===== src/appc_pkg.sv =====
// Constants and types shared by the active power to pulse converter
package appc_pkg;
  // Converter word width and oscillator rate
  localparam int unsigned SAMPLE_W = 24;
  localparam int unsigned OSC_HZ = 450000;
  localparam int unsigned BANDWIDTH_HZ = 7000;
  localparam int unsigned PHASE_MATCH_HZ = 1000;
  // Filter coefficients as right shifts
  // Smoothing corner 4.5 Hz at 450 kHz: 2*pi*4.5/450000 ~ 2^-14
  localparam int unsigned SMOOTH_SHIFT = 14;
  // Dc blocker corner well below line frequency
  localparam int unsigned BLOCK_SHIFT = 16;
  // Accumulation thresholds as powers of two
  localparam int unsigned SLOW_SHIFT_BASE = 15;
  localparam int unsigned CALIB_RATIO_MAX = 2048;
  // Slow pulse width in cycles
  localparam int unsigned PULSE_CYCLES = 16;
  localparam logic [4:0] PULSE_CNT_RESET = 5'h00;
endpackage


===== src/appc_acc_if.sv =====
// Accumulator link between converter core and pulse generator
`timescale 1ns/100ps
interface appc_acc_if #(
  parameter int unsigned W = 48
);
  logic signed [W-1:0] power;
  logic sample_valid;
  logic pulse;
  modport src (output power, output sample_valid, input pulse);
  modport acc (input power, input sample_valid, output pulse);
endinterface


===== src/appc_converter.sv =====
// Active power path: dc blocker, phase match, multiply, smooth, pulses
//
// Overview of operation
// - Power is dc of current times voltage
// - High-pass removes current channel dc offset
// - Compensate blocker phase up to 1 kHz
// - Single-pole smoothing filter, 4.5 Hz corner
// - Accumulate power into pulse rate
// - Calibration pulses up to 2048 times faster
// - Slow outputs use long accumulation
// - 7 kHz bandwidth at 450 kHz clock
// - Oscillator clock drives all processing
// - Samples arrive as 24-bit words
// - Slow pulses active high
`timescale 1ns/100ps
module appc_converter #(
  parameter int unsigned SW = appc_pkg::SAMPLE_W,
  parameter int unsigned SLOW_SHIFT = 20,
  parameter int unsigned PULSE_LEN = appc_pkg::PULSE_CYCLES
) (
  input wire logic i_mclk, // Oscillator clock, one sample per edge
  input wire logic i_reset, // Sync reset, active high
  input wire logic signed [SW-1:0] i_current, // Current channel word
  input wire logic signed [SW-1:0] i_voltage, // Voltage channel word
  input wire logic [1:0] i_rate_sel, // Slow rate select
  input wire logic i_calib_scale, // Calibration scale select
  output logic o_slow_pulse_out_a, // Slow pulse A, active high
  output logic o_slow_pulse_out_b, // Slow pulse B, active high
  output logic o_calib_pulse_out, // Calibration pulse
  output logic signed [2*SW-1:0] o_active_power // Smoothed power
);
  // product and accumulators sized for full scale
  localparam int unsigned PW = 2 * SW;
  localparam int unsigned BW = SW + appc_pkg::BLOCK_SHIFT;
  localparam int unsigned FW = PW + appc_pkg::SMOOTH_SHIFT;

  typedef enum logic [1:0] {
    APPC_IDLE_TYPE = 2'b01,
    APPC_HIGH_TYPE = 2'b10
  } appc_pulse_type;

  // ------------------------------------------------------------
  // Current dc blocker and phase match
  // ------------------------------------------------------------
  logic signed [BW-1:0] dc_est_reg;
  logic signed [BW-1:0] dc_est_next;
  logic signed [SW:0] cur_blk_reg;
  logic signed [SW:0] cur_blk_next;
  logic signed [SW-1:0] volt_dly_reg;
  logic signed [SW-1:0] volt_dly_next;

  // every stage advances on each oscillator edge
  // no decimation, so the full band passes
  always_comb begin
    // leaky integrator tracks and removes dc
    dc_est_next = dc_est_reg + BW'(i_current)
      - (dc_est_reg >>> appc_pkg::BLOCK_SHIFT);
    cur_blk_next = (SW+1)'(i_current)
      - (SW+1)'(dc_est_reg >>> appc_pkg::BLOCK_SHIFT);
    // voltage delayed one stage to match current latency
    volt_dly_next = i_voltage;
  end

  always_ff @(posedge i_mclk) begin
    if (i_reset) begin
      dc_est_reg <= '0;
      cur_blk_reg <= '0;
      volt_dly_reg <= '0;
    end else begin
      dc_est_reg <= dc_est_next;
      cur_blk_reg <= cur_blk_next;
      volt_dly_reg <= volt_dly_next;
    end
  end

  // ------------------------------------------------------------
  // Multiplier and smoothing filter
  // ------------------------------------------------------------
  logic signed [PW:0] prod_reg;
  logic signed [PW:0] prod_next;
  logic signed [FW:0] smooth_reg;
  logic signed [FW:0] smooth_next;
  logic signed [PW-1:0] power_reg;
  logic signed [PW-1:0] power_next;

  always_comb begin
    prod_next = cur_blk_reg * volt_dly_reg;
    // one-pole smoothing, corner near 4.5 Hz
    smooth_next = smooth_reg + (FW+1)'(prod_reg)
      - (smooth_reg >>> appc_pkg::SMOOTH_SHIFT);
    power_next = PW'(smooth_reg >>> appc_pkg::SMOOTH_SHIFT);
  end

  always_ff @(posedge i_mclk) begin
    if (i_reset) begin
      prod_reg <= '0;
      smooth_reg <= '0;
      power_reg <= '0;
    end else begin
      prod_reg <= prod_next;
      smooth_reg <= smooth_next;
      power_reg <= power_next;
    end
  end

  // ------------------------------------------------------------
  // Digital-to-frequency conversion
  // ------------------------------------------------------------
  // Slow input scaled by rate select; calib input shifted further, both share one threshold
  logic signed [PW+15:0] slow_in;
  logic signed [PW+15:0] calib_in;
  logic [3:0] calib_shift;

  // calibration ratio from selects, up to 2048
  // Shift is rate select plus log2 of the ratio to the slow rate
  always_comb begin
    unique case ({i_rate_sel, i_calib_scale})
      3'b001: calib_shift = 4'h7;
      3'b000: calib_shift = 4'h6;
      3'b011: calib_shift = 4'h7;
      3'b010: calib_shift = 4'h6;
      3'b101: calib_shift = 4'h7;
      3'b100: calib_shift = 4'h6;
      3'b111: calib_shift = 4'h7;
      3'b110: calib_shift = 4'he;
    endcase
    // Widen before shifting so large shifts cannot wrap the sign
    slow_in = (PW + 16)'(power_reg) <<< i_rate_sel;
    calib_in = (PW + 16)'(power_reg) <<< calib_shift;
  end

  appc_acc_if #(.W(PW + 16)) slow_bus ();
  appc_acc_if #(.W(PW + 16)) calib_bus ();

  assign slow_bus.power = slow_in;
  assign slow_bus.sample_valid = 1'b1;
  assign calib_bus.power = calib_in;
  assign calib_bus.sample_valid = 1'b1;

  appc_pulse_acc #(.W(PW + 16), .SHIFT(SLOW_SHIFT + PW - 8)) u_slow (
    .i_mclk(i_mclk),
    .i_reset(i_reset),
    .acc_bus(slow_bus)
  );

  // calibration pulses carry ripple; counter must average
  appc_pulse_acc #(.W(PW + 16), .SHIFT(SLOW_SHIFT + PW - 8)) u_calib (
    .i_mclk(i_mclk),
    .i_reset(i_reset),
    .acc_bus(calib_bus)
  );

  // ------------------------------------------------------------
  // Slow pulse stretcher, A and B alternate
  // ------------------------------------------------------------
  appc_pulse_type st_reg;
  appc_pulse_type st_next;
  logic [4:0] cnt_reg;
  logic [4:0] cnt_next;
  logic sel_b_reg;
  logic sel_b_next;
  logic out_a_reg;
  logic out_a_next;
  logic out_b_reg;
  logic out_b_next;
  logic calib_reg;

  always_comb begin
    st_next = st_reg;
    cnt_next = cnt_reg;
    sel_b_next = sel_b_reg;
    out_a_next = 1'b0;
    out_b_next = 1'b0;
    unique case (st_reg)
      APPC_IDLE_TYPE: begin
        // A pulse during a stretch is dropped; rate is far too low
        if (slow_bus.pulse) begin
          st_next = APPC_HIGH_TYPE;
          cnt_next = 5'(PULSE_LEN - 1);
          out_a_next = !sel_b_reg;
          out_b_next = sel_b_reg;
        end
      end
      APPC_HIGH_TYPE: begin
        out_a_next = out_a_reg;
        out_b_next = out_b_reg;
        if (cnt_reg == appc_pkg::PULSE_CNT_RESET) begin
          st_next = APPC_IDLE_TYPE;
          out_a_next = 1'b0;
          out_b_next = 1'b0;
          sel_b_next = !sel_b_reg;
        end else begin
          cnt_next = cnt_reg - 5'h01;
        end
      end
    endcase
  end

  always_ff @(posedge i_mclk) begin
    if (i_reset) begin
      st_reg <= APPC_IDLE_TYPE;
      cnt_reg <= appc_pkg::PULSE_CNT_RESET;
      sel_b_reg <= 1'b0;
      out_a_reg <= 1'b0;
      out_b_reg <= 1'b0;
      calib_reg <= 1'b0;
    end else begin
      st_reg <= st_next;
      cnt_reg <= cnt_next;
      sel_b_reg <= sel_b_next;
      out_a_reg <= out_a_next;
      out_b_reg <= out_b_next;
      calib_reg <= calib_bus.pulse;
    end
  end

  assign o_slow_pulse_out_a = out_a_reg;
  assign o_slow_pulse_out_b = out_b_reg;
  assign o_calib_pulse_out = calib_reg;
  assign o_active_power = power_reg;

  a_slow_exclusive: assert property (@(posedge i_mclk) disable iff (i_reset)
    !(out_a_reg && out_b_reg))
    else $error("both slow outputs high");

  // stretch begins the cycle after accumulator pulse and holds at least two cycles
  a_slow_start: assert property (@(posedge i_mclk) disable iff (i_reset)
    (st_reg == APPC_IDLE_TYPE && slow_bus.pulse)
      |=> (out_a_reg || out_b_reg)[*2])
    else $error("slow pulse did not start");

  // product follows operands one cycle later
  a_mult_value: assert property (@(posedge i_mclk) disable iff (i_reset)
    ##1 prod_reg == (PW+1)'($past(cur_blk_reg) * $past(volt_dly_reg)))
    else $error("product mismatch");

  // zero input keeps the dc estimate decaying, never growing
  a_block_decay: assert property (@(posedge i_mclk) disable iff (i_reset)
    (i_current == '0 && dc_est_reg > 0) |=> dc_est_reg <= $past(dc_est_reg))
    else $error("dc estimate grew on zero input");

  a_smooth_out: assert property (@(posedge i_mclk) disable iff (i_reset)
    ##1 power_reg == PW'($past(smooth_reg) >>> appc_pkg::SMOOTH_SHIFT))
    else $error("smoothed power mismatch");

  // voltage aligned with blocked current
  // Edge after release still shows the cleared stage, so skip it
  a_volt_align: assert property (@(posedge i_mclk) disable iff (i_reset)
    !$past(i_reset) |-> volt_dly_reg == $past(i_voltage))
    else $error("voltage delay wrong");
endmodule


===== src/appc_pulse_acc.sv =====
// Digital-to-frequency accumulator producing one pulse per threshold
`timescale 1ns/100ps
module appc_pulse_acc #(
  parameter int unsigned W = 48,
  parameter int unsigned SHIFT = 20
) (
  input wire logic i_mclk, // Clock
  input wire logic i_reset, // Sync reset
  appc_acc_if.acc acc_bus // Power in, pulse out
);
  localparam logic signed [W:0] THRESH = (W+1)'(1) <<< SHIFT;

  logic signed [W:0] acc_reg;
  logic signed [W:0] acc_next;
  logic pulse_reg;
  logic pulse_next;

  always_comb begin
    acc_next = acc_reg;
    pulse_next = 1'b0;
    if (acc_bus.sample_valid) begin
      acc_next = acc_reg + (W+1)'(acc_bus.power);
      // Negative power never pulses; floor at zero to avoid creep
      if (acc_next < 0) begin
        acc_next = '0;
      end
      if (acc_next > THRESH) begin
        acc_next = acc_next - THRESH;
        pulse_next = 1'b1;
      end
    end
  end

  always_ff @(posedge i_mclk) begin
    if (i_reset) begin
      acc_reg <= '0;
      pulse_reg <= 1'b0;
    end else begin
      acc_reg <= acc_next;
      pulse_reg <= pulse_next;
    end
  end

  assign acc_bus.pulse = pulse_reg;

  a_acc_bounded: assert property (@(posedge i_mclk) disable iff (i_reset)
    acc_reg <= THRESH)
    else $error("accumulator exceeded threshold");

  // pulse only after a valid sample
  a_pulse_cause: assert property (@(posedge i_mclk) disable iff (i_reset)
    pulse_reg |-> $past(acc_bus.sample_valid))
    else $error("pulse without sample");
endmodule


===== config.mk =====
export PLATFORM = sky130hd
export DESIGN_NAME = appc_converter
export DESIGN_NICKNAME = d
export VERILOG_FILES = /design/src/appc_pkg.sv /design/src/appc_acc_if.sv /design/src/appc_converter.sv /design/src/appc_pulse_acc.sv
export SDC_FILE = /design/constraint.sdc
export NUM_CORES = 2
export LEC_CHECK = 0
export ABC_AREA = 0
export ABC_CLOCK_PERIOD_IN_PS = 10340
export BUFFER_PORTS_ARGS = -buffer_cell sky130_fd_sc_hd__buf_2
export CAP_MARGIN = 20
export CORE_ASPECT_RATIO = 1.1
export CORE_UTILIZATION = 45
export CTS_CLUSTER_SIZE = 40
export DETAILED_ROUTE_END_ITERATION = 10
export GPL_ROUTABILITY_DRIVEN = 0
export MAX_ROUTING_LAYER = met4
export SLEW_MARGIN = 10
export SYNTH_ARGS = -nofsm -noshare
export SYNTH_HDL_FRONTEND = slang
export SYNTH_SLANG_ARGS = --single-unit

===== constraint.sdc =====
create_clock -name i_mclk -period 10.34 [get_ports i_mclk]
set_clock_uncertainty 0.2 [all_clocks]
set_input_delay 1.034 -clock i_mclk [delete_from_list [all_inputs] [get_ports i_mclk]]
set_output_delay 1.034 -clock i_mclk [all_outputs]
set_load 0.02 [all_outputs]

==> impl_metrics.ini <==
[cts]
ctsRootBufferMaster = clkbuf_16
cts_max_path_buffers = 3
path_clk_slew_ns = 0.06
htree_levels = 2
cts_buffers = 51
hold_buffers = 0
insertion_delay_ns = 0.68
cts.sink_count = 392
cts_tree = done
cts_resized = 0
cts_setup_buffers = 0

[global_routing]
grt_pass1_wl_mm = 233
grt_start_max_net_pins = 110
grtUsageTotal_pct = 26.1
antenna_found_initial = 2
globalRoute.totalOverflow = 0
grt_pass1_vias = 42200

[sta]
final.period_utilization_pct = 83.2
final-setup-viol-count = 0
fmax_ghz = 0.116
max_slew_margin_pct = 25.5
tightest_slew_ns = 1.12
hold_viol = 0
fin_setup_tns_ns = 0
rsz0062_at_grt = no
drv_slew = 0
finalCriticalPeriod_ns = 8.60

[finish]
final_cell_area_sq_mm = 0.0558
final_util_pct = 48.8
final_cells = 7587
layout.nets = 7204
fillers = 11100
drive_gt1_share_pct = 6.33
area_delta_synth_final_pct = 7.47
multiInputGateArea_sq_mm = 0.0390
regArea_sq_mm = 0.00785

[synth]
synthArstFlopShare_pct = 0
synth.ff_latch_count = 392
synth.avg_cell_area_sq_um = 8.59
ys.flop_type = dfxtp_1
ys_types = 111
netlist_area_sq_mm = 0.0519
synth_nets = 7223
yosysSeqAreaShare_pct = 15.1
yosysWarnings = 0
syn_inst = 6045
synth_edf_count = 0

[critical_path]
crit_path_start_kind = input port
crit_buf_inv = 1
path_class = in2reg
critPathRequiredTime_ns = 10.66
rr_worst_depth = 27
arrival_ns = 8.93
cp-end-kind = register
cp_common_cell = nor4_1
cp_max_fo = 44
crit_family = compound AO/OA/AOI/OAI gates
cp_slowest_cell = or4b_2
max_stage_delay_ns = 0.58
path_depth = 29

[route]
wl_per_cell_microns = 19.1
vias = 41100
postRouteAntennaNets = 0
wl_mm = 145
drtIter0Drc = 2574
via_per_inst = 5.41
post-route-drc-count = 0
firstDrtPassIters = 5

[floorplanning]
start_util_pct = 45.4
die_x_microns = 326
core_sq_mm = 0.114
rows = 130
io_pins = 104
die_h_microns = 358
die_area_sq_mm = 0.117

[placed_design]
dp_hpwl_mm = 115
place_area_sq_mm = 0.0539
io_buffers = 103
placed_cells = 7491

[flow_run]
maxCapViolCount = 0

[status]
outcome = finished clean

[min_path]
hold_path_depth = 1
worstHoldPathType = reg2reg
==> worst register-to-register path, cell delays in order, from the launching register on <==
cell and delay [ns]:
dfxtp_1 0.59, buf_4 0.31, nand2_1 0.12, inv_1 0.17
fa_1 0.58, fa_1 0.81, inv_1 0.28, fa_1 0.74
inv_1 0.07, buf_4 0.21, fa_1 0.51, fa_1 0.60
fa_1 0.44, fa_1 0.51, ha_1 0.40, nor2b_1 0.17
o21ai_0 0.14, nand2b_1 0.09, a21oi_1 0.15, nor2b_1 0.06
o21ai_0 0.14, nand2b_1 0.07, a21oi_1 0.18, o21ai_0 0.10
a2111oi_0 0.45, o21ba_2 0.20, xor2_1 0.14, nor2_1 0.05
==> synth_stat cells (10+ instances only) <==
library cell  count  area [sq um]
a2111oi_0        13           114
a211o_1          11          96.3
a211oi_1         47           353
a21o_1          152          1140
a21oi_1         279          1400
a31oi_1          27           169
and2_1          348          2180
and3_1           51           319
buf_1            13          48.8
clkbuf_1        227           852
dfxtp_1         392          7850
fa_1            733         14700
ha_1            392          4900
inv_1          1071          4020
mux2i_1          53           531
mux4_2           41           923
nand2_1         549          2060
nand2b_1         61           382
nand3_1          59           295
nand3b_1         10          75.1
nand4_1          54           338
nor2_1          411          1540
nor2b_1          79           494
nor3_1           84           420
nor3b_1          13          97.6
nor4_1           18           113
o211ai_1         17           128
o21a_1           46           345
o21ai_0         225          1130
o21ai_1          12          60.1
o21bai_1         48           360
o31a_1           10          87.6
o31ai_1          20           150
or2_2            10          62.6
or3_1            19           119
xnor2_1         140          1230
xor2_1          110           963
==> logic make-up after synthesis <==
| family | share of synthesized area, % |
|---|---|
| multiplexers | 2.96 |
| XOR/XNOR | 4.22 |
| flip-flops | 15.1 |
| buffers and inverters | 9.75 |
| adder cells (fa/ha/maj) | 37.7 |
| AND/OR/NAND/NOR | 17.3 |
| AO/OA/AOI/OAI | 12.9 |
==> layer usage <==
layer | vias to the layer above | global-route usage (%) | part of all wire [%]
met3 | 343 | 3.26 | 5.6
met4 | 0 | 10.7 | 4.6
li1 | 19400 | - | -
met1 | 20100 | 32.5 | 43
met2 | 1217 | 42.9 | 47
met5 | - | - | 0
==> layout by cell type (no fill, tap or decap), types with 13 or more instances in the layout <==
cell       synthesis  layout
ha_1             392     392
o211ai_1          17      17
inv_1           1071    1071
and2_1           348     348
or3_1             19      19
a211oi_1          47      47
nand2b_1          61      60
o31ai_1           20      20
buf_4              0      78
xnor2_1          140     140
o21a_1            46      46
xor2_1           110     110
dfxtp_1          392     391
nand3_1           59      59
nand4_1           54      54
a31oi_1           27      27
o21ai_0          225     225
nor2b_1           79      79
nand2_1          549     548
o21bai_1          48      48
buf_2              5     102
a2111oi_0         13      13
a21oi_1          279     279
and3_1            51      51
mux4_2            41      41
nor3_1            84      84
nor4_1            18      18
mux2i_1           53      53
a21o_1           152     152
nor3b_1           13      13
nor2_1           411     411
clkbuf_16          0      51
fa_1             733     733
==> through the flow <==
step	setup WS [ns]	hold WS, ns
after floorplan	1.91	0.214
after global placement	1.33	0.244
after detailed placement	1.07	0.239
after CTS	1.73	0.257
after global routing	1.12	0.270
final	1.74	0.261
==> path summary, 6_finish.rpt <==
kind	start	slack, ns	endpoint
worst max-delay path	i_calib_scale	1.74	u_calib.acc_reg[62]$_SDFF_PP0_
worst min-delay path	u_calib.acc_reg[0]$_SDFF_PP0_	0.26	u_calib.acc_reg[0]$_SDFF_PP0_
worst max register to register	volt_dly_reg[0]$_SDFF_PP0_	1.78	prod_reg[47]$_SDFF_PP0_
worst min register to register	u_calib.acc_reg[0]$_SDFF_PP0_	0.26	u_calib.acc_reg[0]$_SDFF_PP0_
==> cell type report <==
| cell class | instances | area share [%] |
|---|---|---|
| inverter | 1072 | 7.21 |
| sequential | 392 | 14.1 |
| timing repair buffer | 181 | 1.99 |
| multi-input combinational | 4328 | 69.9 |
| clock buffer | 65 | 2.52 |
| clock inverter | 30 | 0.881 |
| antenna | 1 | 0.00448 |
| tap | 1518 | 3.40 |
Power is left out: the tool's default activity adds up to more than one toggle a clock period on the data nets, which glitch-free logic cannot reach.
